<file path="src/sdcr_pkg.sv">
// sdcr_pkg: constants, types and helpers for the start detect / clock recovery block.
// assumes a single core clock; all timing is counted in oversample ticks.
package sdcr_pkg;

    ////////////////////////////////////////////////////////////////////////////
    // clocking and oversampling
    localparam int unsigned CLK_HZ_DEFAULT = 40_000_000;
    localparam int unsigned OVERSAMPLE = 16;
    localparam int DIV_W = 12;

    // printed bit rates, indexed by the latched rate code
    localparam int unsigned RATE_BPS [4] = '{2400, 4800, 9600, 19200};

    ////////////////////////////////////////////////////////////////////////////
    // preamble and pulse timing, in ticks
    localparam int unsigned PREAMBLE_LOW_BITS = 8;
    localparam int RUN_W = 8;
    localparam logic [RUN_W-1:0] LOW_RUN_TICKS = 8'(PREAMBLE_LOW_BITS * OVERSAMPLE);
    // 1.25 bit periods: inside the 1 to 1.5 bit window with margin both ways
    localparam int PULSE_W = 5;
    localparam logic [PULSE_W-1:0] PULSE_TICKS = 5'h14;

    ////////////////////////////////////////////////////////////////////////////
    // bit phase tracking
    localparam int PHASE_W = 4;
    localparam logic [PHASE_W-1:0] PHASE_EDGE = 4'h0;
    localparam logic [PHASE_W-1:0] PHASE_AFTER_EDGE = 4'h1;
    localparam logic [PHASE_W-1:0] PHASE_MID = 4'h8;

    ////////////////////////////////////////////////////////////////////////////
    // types
    // rate code is {rate_select_high, rate_select_low}
    typedef enum logic [1:0] {
        SDCR_RATE_2400 = 2'h0,
        SDCR_RATE_4800 = 2'h1,
        SDCR_RATE_9600 = 2'h2,
        SDCR_RATE_19200 = 2'h3
    } sdcr_rate_t;

    typedef struct packed {
        logic rate_select_high;
        logic rate_select_low;
    } sdcr_rate_pins_t;

    typedef struct packed {
        logic start_of_frame_pulse;
        logic recovered_bit_strobe;
    } sdcr_frame_out_t;

    // core clocks per oversample tick for a rate code
    function automatic int unsigned sdcr_tick_div(input int unsigned clk_hz,
                                                  input logic [1:0] code);
        sdcr_tick_div = clk_hz / (RATE_BPS[code] * OVERSAMPLE);
    endfunction

endpackage

</file>
<file path="src/sdcr_clock_recovery.sv">
// sdcr_clock_recovery: preamble hunter and oversampled bit strobe generator.
// assumes received_serial_input is already inverted and synchronous to core_clk;
// rate pins are strapped and only looked at once after reset release.
//
// Functional notes
// four bit rates; the two rate select pins choose the extraction rate.
// rate pins sampled once after reset; new rate needs a full reset.
// {high,low} 00=2400, 01=4800, 10=9600, 11=19200 bps.
// preamble is eight low bit periods then eight alternating bits, high first.
// start pulse fires after input stays low for eight bit periods.
// start pulse is active high, between one and 1.5 bit periods long.
// first valid bit is the first strobe after the start pulse falls.
// one strobe near each bit middle, from an oversampled phase tracking loop.
// after the preamble, data edges keep the strobe centred on the average middle.
// preamble hunt runs forever and tolerates noise between transmissions.
// sender should follow the low run with the alternating training bits.
// no end of frame detection; length lives in the payload.
// payload should be DC balanced over 16 bits with frequent edges.
// payload uses 12-bit symbols holding six ones and six zeros.
// sender should keep every run within 1% of the nominal bit period.
// host sends inverted data and reads the same line as this block.
// input sampled at sixteen ticks per bit; runs and phase counted in ticks.
// any later eight-bit low run retriggers the pulse and realigns strobes.
`timescale 1ns/1ps
`default_nettype none

module sdcr_clock_recovery #(
    parameter int unsigned CLK_HZ = sdcr_pkg::CLK_HZ_DEFAULT
) (
    input wire logic core_clk,
    input wire logic rstn,
    input wire logic received_serial_input,
    input wire sdcr_pkg::sdcr_rate_pins_t rate_pins,
    output var sdcr_pkg::sdcr_frame_out_t frame_out,
    output var sdcr_pkg::sdcr_rate_t active_rate
);
    import sdcr_pkg::*;

    ////////////////////////////////////////////////////////////////////////////
    // elaboration check: the divider must fit and give at least two clocks a tick
    if (sdcr_tick_div(CLK_HZ, 2'h3) < 2 || sdcr_tick_div(CLK_HZ, 2'h0) >= (1 << DIV_W)) begin : g_chk
        $error("sdcr_clock_recovery: CLK_HZ cannot serve the supported bit rates");
    end

    typedef enum logic [1:0] {
        ST_HUNT,
        ST_ALIGN,
        ST_TRACK
    } sdcr_state_t;

    ////////////////////////////////////////////////////////////////////////////
    // registers
    logic rate_taken_reg;
    sdcr_rate_t rate_reg;
    logic [DIV_W-1:0] div_cnt_reg;
    logic [DIV_W-1:0] div_cnt_next;
    logic [2:0] hist_reg;
    logic level_reg;
    logic [RUN_W-1:0] low_run_reg;
    logic [RUN_W-1:0] low_run_next;
    logic [PULSE_W-1:0] pulse_cnt_reg;
    logic [PULSE_W-1:0] pulse_cnt_next;
    logic [PHASE_W-1:0] phase_reg;
    logic [PHASE_W-1:0] phase_next;
    sdcr_state_t state_reg;
    sdcr_state_t state_next;
    sdcr_frame_out_t out_reg;
    sdcr_frame_out_t out_next;

    ////////////////////////////////////////////////////////////////////////////
    // decode of the rate pins and the tick divider
    wire logic [1:0] pin_code_w = {rate_pins.rate_select_high, rate_pins.rate_select_low};
    wire logic [DIV_W-1:0] div_limit_w = DIV_W'(sdcr_tick_div(CLK_HZ, rate_reg) - 1);
    wire logic tick_w = rate_taken_reg && (div_cnt_reg == div_limit_w);

    // rate strap capture: once, on the first edge after reset release
    always_ff @(posedge core_clk) begin
        if (!rstn) begin
            rate_taken_reg <= 1'b0;
            rate_reg <= SDCR_RATE_2400;
        end else if (!rate_taken_reg) begin
            rate_taken_reg <= 1'b1;
            rate_reg <= sdcr_rate_t'(pin_code_w);
        end
    end

    // divider holds at zero until the rate is known, so ticks never use a stale rate
    assign div_cnt_next = (!rate_taken_reg || tick_w) ? '0 : div_cnt_reg + 1'b1;

    always_ff @(posedge core_clk) begin
        if (!rstn) begin
            div_cnt_reg <= '0;
        end else begin
            div_cnt_reg <= div_cnt_next;
        end
    end

    ////////////////////////////////////////////////////////////////////////////
    // input sampling with a three tick majority vote
    // the vote costs one tick of latency on every edge but drops single tick
    // noise spikes that would otherwise break a low run between transmissions
    wire logic [2:0] vote_w = {hist_reg[1:0], received_serial_input};
    wire logic filt_w = (vote_w[0] & vote_w[1]) | (vote_w[1] & vote_w[2])
                        | (vote_w[0] & vote_w[2]);
    wire logic edge_w = tick_w && (filt_w != level_reg);
    wire logic rise_w = edge_w && filt_w;

    always_ff @(posedge core_clk) begin
        if (!rstn) begin
            hist_reg <= '0;
            level_reg <= 1'b0;
        end else if (tick_w) begin
            hist_reg <= vote_w;
            level_reg <= filt_w;
        end
    end

    ////////////////////////////////////////////////////////////////////////////
    // low run counter: counts ticks of steady low, saturating at eight bits
    // saturation means a long idle low fires exactly once per run
    wire logic run_full_w = (low_run_reg == LOW_RUN_TICKS);
    wire logic detect_w = tick_w && !filt_w && (low_run_reg == LOW_RUN_TICKS - 1'b1);

    always_comb begin
        low_run_next = low_run_reg;
        if (tick_w) begin
            if (filt_w) begin
                low_run_next = '0;
            end else if (!run_full_w) begin
                low_run_next = low_run_reg + 1'b1;
            end
        end
    end

    always_ff @(posedge core_clk) begin
        if (!rstn) begin
            low_run_reg <= '0;
        end else begin
            low_run_reg <= low_run_next;
        end
    end

    ////////////////////////////////////////////////////////////////////////////
    // start pulse length counter; a new detection reloads it
    always_comb begin
        pulse_cnt_next = pulse_cnt_reg;
        if (detect_w) begin
            pulse_cnt_next = PULSE_TICKS;
        end else if (tick_w && pulse_cnt_reg != '0) begin
            pulse_cnt_next = pulse_cnt_reg - 1'b1;
        end
    end

    always_ff @(posedge core_clk) begin
        if (!rstn) begin
            pulse_cnt_reg <= '0;
        end else begin
            pulse_cnt_reg <= pulse_cnt_next;
        end
    end

    ////////////////////////////////////////////////////////////////////////////
    // frame state: hunt for preamble, wait for first training edge, then track
    // there is no exit from tracking except a new preamble, as the frame end
    // is unknown to this block
    always_comb begin
        state_next = state_reg;
        case (state_reg)
            ST_HUNT: begin
                if (detect_w) begin
                    state_next = ST_ALIGN;
                end
            end
            ST_ALIGN: begin
                if (rise_w) begin
                    state_next = ST_TRACK;
                end
            end
            ST_TRACK: begin
                if (detect_w) begin
                    state_next = ST_ALIGN;
                end
            end
            default: begin
                state_next = ST_HUNT;
            end
        endcase
    end

    always_ff @(posedge core_clk) begin
        if (!rstn) begin
            state_reg <= ST_HUNT;
        end else begin
            state_reg <= state_next;
        end
    end

    ////////////////////////////////////////////////////////////////////////////
    // bit phase loop
    // the first rise after the low run hard-aligns phase; later edges nudge it
    // one tick at a time, so a single jittered edge cannot drag the strobe far
    wire logic edge_late_w = (phase_reg != PHASE_EDGE) && !phase_reg[PHASE_W-1];
    wire logic edge_early_w = phase_reg[PHASE_W-1];

    always_comb begin
        phase_next = phase_reg;
        if (tick_w) begin
            if (state_reg == ST_ALIGN && rise_w) begin
                phase_next = PHASE_AFTER_EDGE;
            end else if (state_reg == ST_TRACK && edge_w && edge_late_w) begin
                phase_next = phase_reg; // slows by one tick
            end else if (state_reg == ST_TRACK && edge_w && edge_early_w) begin
                phase_next = phase_reg + 4'h2; // speeds by one tick
            end else begin
                phase_next = phase_reg + 1'b1; // wraps at sixteen
            end
        end
    end

    always_ff @(posedge core_clk) begin
        if (!rstn) begin
            phase_reg <= PHASE_EDGE;
        end else begin
            phase_reg <= phase_next;
        end
    end

    ////////////////////////////////////////////////////////////////////////////
    // outputs, registered
    // strobe is one core clock wide, on the tick where phase sits mid bit
    always_comb begin
        out_next.start_of_frame_pulse = (pulse_cnt_next != '0);
        out_next.recovered_bit_strobe = tick_w && (state_reg == ST_TRACK)
                                        && (phase_reg == PHASE_MID);
    end

    always_ff @(posedge core_clk) begin
        if (!rstn) begin
            out_reg <= '0;
        end else begin
            out_reg <= out_next;
        end
    end

    assign frame_out = out_reg;
    assign active_rate = rate_reg;

endmodule // sdcr_clock_recovery

`default_nettype wire

</file>
<file path="config.mk">
export PLATFORM = sky130hd
export DESIGN_NAME = sdcr_clock_recovery
export DESIGN_NICKNAME = d
export VERILOG_FILES = /design/src/sdcr_pkg.sv /design/src/sdcr_clock_recovery.sv
export SDC_FILE = /design/constraint.sdc
export NUM_CORES = 1
export LEC_CHECK = 0
export BUFFER_PORTS_ARGS = -buffer_cell sky130_fd_sc_hd__buf_2
export CAP_MARGIN = 5
export CORE_MARGIN = 2
export CORE_UTILIZATION = 45
export CTS_CLUSTER_SIZE = 20
export DETAILED_ROUTE_END_ITERATION = 8
export PLACE_DENSITY_LB_ADDON = 0.05
export SLEW_MARGIN = 40
export SYNTH_ARGS = -nofsm -noshare
export SYNTH_HDL_FRONTEND = slang
export SYNTH_SLANG_ARGS = --single-unit
export TNS_END_PERCENT = 5
</file>
<file path="constraint.sdc">
create_clock -name core_clk -period 25.3 [get_ports core_clk]
set_input_delay 1.265 -clock core_clk [delete_from_list [all_inputs] [get_ports core_clk]]
set_output_delay 1.265 -clock core_clk [all_outputs]
set_load 0.03 [all_outputs]
</file>
==> results of run 1 <==
## critical path, delay by kind of cell (launching register included)
kind / cells / cell delay (ns)
AND/OR/NAND/NOR: 23 / 6.13
AO/OA/AOI/OAI: 21 / 4.83
adder cells (fa/ha/maj): 8 / 2.81
buffers and inverters: 3 / 1.01
multiplexers: 2 / 0.78
flip-flops: 1 / 0.74
## per-layer routing
metal / vias up / share of wire [%] / track usage (%)
li1: 2709 / - / -
met1: 2738 / 48 / 39.0
met2: 223 / 44 / 41.2
met3: 28 / 6.1 / 4.34
met4: 0 / 1.8 / 8.37
met5: - / 0 / 0
## metrics by stage
| stage | power [mW] | util [%] | setup WS [ns] | cells | hold slack, ns |
|---|---|---|---|---|---|
| final | 0.218 | 47.9 | 8.84 | 848 | 0.495 |
| after global routing | 0.232 | 47.9 | 7.40 | 848 | 0.545 |
| after CTS | 0.218 | 47.9 | 9.02 | 848 | 0.502 |
| after detailed placement | 0.156 | 46.7 | 9.02 | 840 | 0.489 |
| after global placement | 0.156 | 46.7 | 9.55 | 840 | 0.473 |
| after floorplan | 0.135 | - | 10.74 | 716 | 0.447 |
## cell type report
| type | instances | share of cell area, % |
|---|---|---|
| Timing Repair Buffer | 15 | 1.62 |
| Inverter | 31 | 2.04 |
| Sequential cell | 39 | 13.7 |
| Multi-Input combinational cell | 608 | 77.0 |
| Clock inverter | 2 | 0.219 |
| Tap cell | 147 | 3.22 |
| Clock buffer | 6 | 2.26 |
## cells by family after synthesis
| kind of cell | synth area share, % |
|---|---|
| simple gates | 30.7 |
| compound gates | 31.8 |
| buf+inv | 5.39 |
| flops | 14.3 |
| mux | 6.12 |
| xor+xnor | 4.81 |
| fa+ha+maj | 6.88 |
## worst max-delay path by stage
stage | slack [ns] | depth (start not counted) | from | to
2_1_floorplan | 10.74 | 61 | active_rate[0] | frame_out[1]
4_1_cts | 9.02 | 57 | active_rate[0] | frame_out[1]
3_3_place_gp | 9.55 | 57 | active_rate[0] | frame_out[1]
6_report | 8.84 | 57 | active_rate[0] | frame_out[1]
5_1_grt | 7.40 | 58 | active_rate[0] | low_run_reg[7]
3_5_place_dp | 9.02 | 57 | active_rate[0] | frame_out[1]
## placed cells by master, fill, tap and decap left out, types with 20 or more instances in the layout
cell | synthesis | final
sky130_fd_sc_hd__o21ai_0 | 32 | 32
sky130_fd_sc_hd__mux2i_1 | 20 | 20
sky130_fd_sc_hd__dfxtp_1 | 39 | 39
sky130_fd_sc_hd__nor2_1 | 68 | 68
sky130_fd_sc_hd__ha_1 | 30 | 29
sky130_fd_sc_hd__a21oi_1 | 29 | 29
sky130_fd_sc_hd__nand2_1 | 65 | 65
sky130_fd_sc_hd__inv_1 | 29 | 29
sky130_fd_sc_hd__nand3_1 | 23 | 23
sky130_fd_sc_hd__nor3_1 | 26 | 26
## where the power goes
| group | leakage [nW] | switching (mW) | internal [mW] |
|---|---|---|---|
| clock | 0.0669 | 0.0239 | 0.0363 |
| sequential | 0.315 | 0.00124 | 0.0619 |
| combinational | 1.89 | 0.0609 | 0.0342 |
| total | 2.28 | 0.0860 | 0.132 |
==> impl_metrics.csv, run 1 <==
group,metric,value,unit
critical_path,worst_path_cell_with_the_longest_stage_delay,"sky130_fd_sc_hd__dfxtp_1",
detailed_routing,drt.antenna.violating_nets,0,
floorplan,rows,40,
clock_tree,clkTransAtPathRegs,0.06,ns
critical_path,cp.arrival,16.63,ns
yosys,synth_warnings,0,
power,power.density_cell_area,38.3,mW/mm^2
layout,num-fill-cells,1216,
critical_path,critical-path-max-stage-delay,0.74,ns
layout,antenna_cells_inserted,0,
yosys,async_flop_share,0,%
yosys,synthesis.instances,716,
sta,drv_slew,0,
detailed_routing,route.vias.total,5698,
global_route,grt_max_degree,41,
clock_tree,cts_buffer_depth,2,
sta,timing.final.setup_violations,0,
floorplan,start_util,45.8,%
placement,io_buffers,8,
yosys,synth-main-ff-cell,"sky130_fd_sc_hd__dfxtp_1",
critical_path,reg_to_reg_setup_timing_slack,8.84,ns
layout,multi_input_comb_area,0.00439,mm^2
sta,timing.max_slew.rel_slack,45.7,%
clock_tree,root_buffer,"sky130_fd_sc_hd__clkbuf_16",
run,drv.max_cap_violation_count,0,
detailed_routing,detailedRoute.firstPassIterationCount,5,
power,leakage,2.28,nW
yosys,postSynthNetCount,751,
global_route,overflow,0,
placement,globalplace.congestion,0.939,
critical_path,critical_path_peak_fanout,40,
clock_tree,post_cts_buffers,0,
critical_path,path_common_cell,"sky130_fd_sc_hd__ha_1",
sta,fin_crit,16.46,ns
sta,tightest_slew,0.814,ns
yosys,post-synth-top-count-cell,"sky130_fd_sc_hd__nor2_1",
yosys,synth.distinct_cells,105,
yosys,synth.cells.most_frequent,"sky130_fd_sc_hd__nor2_1 (68), sky130_fd_sc_hd__nand2_1 (65), sky130_fd_sc_hd__dfxtp_1 (39)",
global_route,grtUsageTotal,27.0,%
clock_tree,cts.repair.resized,0,
yosys,synth_top_area_cell,"sky130_fd_sc_hd__dfxtp_1",
clock_tree,cts_tree,"built",
clock_tree,htreeDepth,2,
clock_tree,hold_buf_count_cts,0,
yosys,synth_edf_count,0,
detailed_routing,routed_wl,17.4,mm
yosys,avgSynthCellArea,7.62,um^2
global_route,initial_antenna_violation_count,0,
floorplan,dieHeight,114,um
yosys,postSynthRegisterBits,39,
critical_path,worstPathRequired,25.46,ns
yosys,synth_area_leaders,"sky130_fd_sc_hd__dfxtp_1 (14%), sky130_fd_sc_hd__ha_1 (6.9%), sky130_fd_sc_hd__nor2_1 (4.7%)",
sta,final.setup_skew,0.00818,ns
floorplan,pin_count,9,
hold_path,min_path_cells,1,
critical_path,start_kind,"register",
floorplan,design.core.area,0.0119,mm^2
sta,grt_setup_unrepaired,"no",
detailed_routing,avg_wl_per_cell,20.5,um
placement,place.detailed.hpwl,12.7,mm
critical_path,reg2reg_to,"frame_out[1]",
hold_path,timing.hold.worst_endpoint,"div_cnt_reg[0]",
hold_path,hold_path_class,"reg2reg",
yosys,synth_top_area_share,14.3,%
yosys,seq_area_frac_synth,14.3,%
floorplan,die_width,114,um
critical_path,reg2reg_depth,57,
global_route,grt_first_pass_wirelength,28.7,mm
critical_path,r2r-start,"active_rate[0]",
detailed_routing,drc,0,
layout,stdcell_area,0.00571,mm^2
sta,final.setup.tns,0,ns
detailed_routing,drt_iter0_markers,676,
sta,clock.fmax,60.7,MHz
layout,finalNetCount,735,
layout,synthToLayoutAreaGrowth,4.56,%
layout,seqCellArea,781,um^2
sta,finalHoldViolCount,0,
floorplan,design.die.area,0.0130,mm^2
clock_tree,worst_skew_pair.late_latency,0.28,ns
status,status,"completed",
layout,largest_reg_flops,12,
critical_path,setup.worst_path.class,"reg2reg",
sta,finalCritPeriodShare,65.1,%
clock_tree,cts_sinks,39,
global_route,first_global_vias,5455,
layout,drive_above_1_share,11.3,%
detailed_routing,vias_per_cell,6.72,
placement,placed_area,0.00556,mm^2
hold_path,hp-start,"div_cnt_reg[0]",
critical_path,setup.worst_path.end_class,"register",
power,max-vdd-ir-drop,0.0251,mV
clock_tree,cts_made_buffers,5,
yosys,netlist_area,0.00546,mm^2
Note: power is estimated with default switching activity, not from simulation.
==> run 2, diff against run 1 <==
==> constraint.sdc (replaced) <==
create_clock -name core_clk -period 14.3 [get_ports core_clk]
set_input_delay 0.715 -clock core_clk [delete_from_list [all_inputs] [get_ports core_clk]]
set_output_delay 0.715 -clock core_clk [all_outputs]
set_load 0.03 [all_outputs]
==> run 2 against run 1 <==
Cell count is 3.4% higher; sequential power grew 76%; global-route usage fell by 1.5 points; critical path depth is 2 higher; combinational power grew 93%; cell area increased by 7.3%; critical path type unchanged; largest power group unchanged.
==> impl_metrics.csv, run 2 (synthesized netlist as in run 1, its figures left out) <==
group,metric,value,unit
floorplan,dieHeight,114,um
critical_path,critical-path-max-stage-delay,0.58,ns
clock_tree,cts_buffer_depth,2,
placement,io_buffers,8,
critical_path,reg2reg_depth,59,
clock_tree,worst_skew_pair.late_latency,0.28,ns
clock_tree,root_buffer,"sky130_fd_sc_hd__clkbuf_16",
critical_path,setup.worst_path.end_class,"register",
detailed_routing,avg_wl_per_cell,19.6,um
clock_tree,hold_buf_count_cts,0,
critical_path,reg2reg_to,"frame_out[1]",
critical_path,worst_path_cell_with_the_longest_stage_delay,"sky130_fd_sc_hd__or4_4",
detailed_routing,drt_iter0_markers,689,
critical_path,worstPathRequired,14.46,ns
floorplan,design.die.area,0.0130,mm^2
sta,final.setup_skew,0.00822,ns
placement,place.detailed.hpwl,12.2,mm
floorplan,rows,40,
layout,synthToLayoutAreaGrowth,12.2,%
critical_path,critical_path_peak_fanout,9,
global_route,initial_antenna_violation_count,0,
detailed_routing,vias_per_cell,6.60,
global_route,overflow,0,
layout,layout_commonest_cell,"sky130_fd_sc_hd__nor2_1",
layout,num-fill-cells,1152,
floorplan,pin_count,9,
power,power.density_cell_area,67.3,mW/mm^2
floorplan,start_util,45.8,%
power,leakage,2.45,nW
global_route,grt_first_pass_wirelength,27.3,mm
clock_tree,cts_sinks,39,
critical_path,r2r-start,"active_rate[1]",
clock_tree,cts_tree,"built",
layout,largest_reg_flops,12,
placement,place_ws,-0.499,ns
layout,stdcell_area,0.00612,mm^2
floorplan,die_width,114,um
clock_tree,htreeDepth,2,
critical_path,cp.arrival,13.87,ns
layout,post_layout_nonfiller_instances,877,
sta,clock.fmax,72.9,MHz
layout,most-common-layout-cells,"sky130_fd_sc_hd__nor2_1 (65), sky130_fd_sc_hd__nand2_1 (64), sky130_fd_sc_hd__dfxtp_1 (37)",
power,max-vdd-ir-drop,0.0432,mV
detailed_routing,drc,0,
layout,finalNetCount,764,
hold_path,min_path_cells,1,
detailed_routing,detailedRoute.firstPassIterationCount,5,
critical_path,start_kind,"register",
sta,timing.final.setup_violations,0,
global_route,grtUsageTotal,25.5,%
sta,timing.max_slew.rel_slack,48.2,%
sta,tightest_slew,0.778,ns
sta,finalHoldViolCount,0,
critical_path,setup.worst_path.class,"reg2reg",
sta,fin_crit,13.71,ns
sta,setup_ws,0.586,ns
detailed_routing,routed_wl,17.2,mm
critical_path,worstSetupEndpoint,"frame_out[1]",
placement,placedCellCount,855,
global_route,grt_max_degree,41,
layout,antenna_cells_inserted,0,
detailed_routing,route.vias.total,5787,
floorplan,design.core.area,0.0119,mm^2
layout,drive_above_1_share,17.8,%
run,drv.max_cap_violation_count,0,
sta,drv_slew,0,
detailed_routing,drt.antenna.violating_nets,0,
placement,placed_area,0.00569,mm^2
critical_path,path_common_cell,"sky130_fd_sc_hd__ha_1",
critical_path,start_point_of_the_critical_path,"active_rate[1]",
placement,globalplace.congestion,0.902,
critical_path,reg_to_reg_setup_timing_slack,0.59,ns
status,status,"completed",
clock_tree,clkTransAtPathRegs,0.06,ns
sta,finalCritPeriodShare,95.9,%
hold_path,hold_path_class,"reg2reg",
global_route,first_global_vias,5207,
clock_tree,cts_made_buffers,5,
-- run 2: cell types whose count changed in the layout (fill, tap and decap cells not counted), moves of 3 or more --
cell	change
sky130_fd_sc_hd__o21ai_1	+3
sky130_fd_sc_hd__o21ai_0	-3
sky130_fd_sc_hd__buf_4	+27
sky130_fd_sc_hd__nor2_1	-3
-- run 2: area by class of cell --
class,count,area (um^2),share of cell area [%]
multi-input cells,608,4540,74.2
flip-flops and latches,39,786,12.8
repair buffers,44,340,5.56
well taps,147,184,3.00
clock buffers,8,156,2.55
inverters,31,116,1.90
-- run 2: stage by stage --
stage                     utilization (%)  hold slack [ns]  TNS (ns)  power, mW
after CTS                            49.5            0.487         0      0.397
after floorplan                         -            0.447         0      0.240
after detailed placement             47.7            0.470     -9.39      0.277
after global placement               47.7            0.466    -0.243      0.278
after global routing                 51.4            0.517   -0.0897      0.434
final                                51.4            0.478         0      0.412
-- run 2: routing by layer --
metal,share of wire [%],track usage [%]
met5,0,0
met4,1.8,5.93
met3,6.3,3.39
met2,44,39.7
met1,48,37.4
-- run 2: how the worst min path moves through the flow --
stage / slack [ns] / start / end
3_5_place_dp: 0.47 / div_cnt_reg[0] / div_cnt_reg[0]
4_1_cts: 0.49 / div_cnt_reg[0] / div_cnt_reg[0]
6_report: 0.48 / div_cnt_reg[0] / div_cnt_reg[0]
3_3_place_gp: 0.47 / div_cnt_reg[0] / div_cnt_reg[0]
5_1_grt: 0.52 / div_cnt_reg[0] / div_cnt_reg[0]
2_1_floorplan: 0.45 / div_cnt_reg[0] / div_cnt_reg[0]
-- run 2: what timing repair did --
item                       4_1_cts  5_1_grt
cloned                           0        1
pin swaps                        1       12
resized for setup                8       28
setup endpoints to repair       36       36
buffers inserted                 2       11
-- run 2: worst max-delay path, delay by kind of cell (launching register included) --
family                     cells  cell delay (ns)
and+or+nand+nor               23             4.92
AOI/OAI and AO/OA             24             5.28
DFF                            1             0.33
buffers and inverters          3             0.35
adders and majority gates      8             2.30
muxes                          1             0.38
-- run 2: power breakdown --
part	leakage, nW	switching (mW)	total [mW]	internal [mW]
sequential	0.316	0.00119	0.111	0.109
combinational	2.06	0.111	0.184	0.0724
clock	0.0772	0.0436	0.118	0.0743
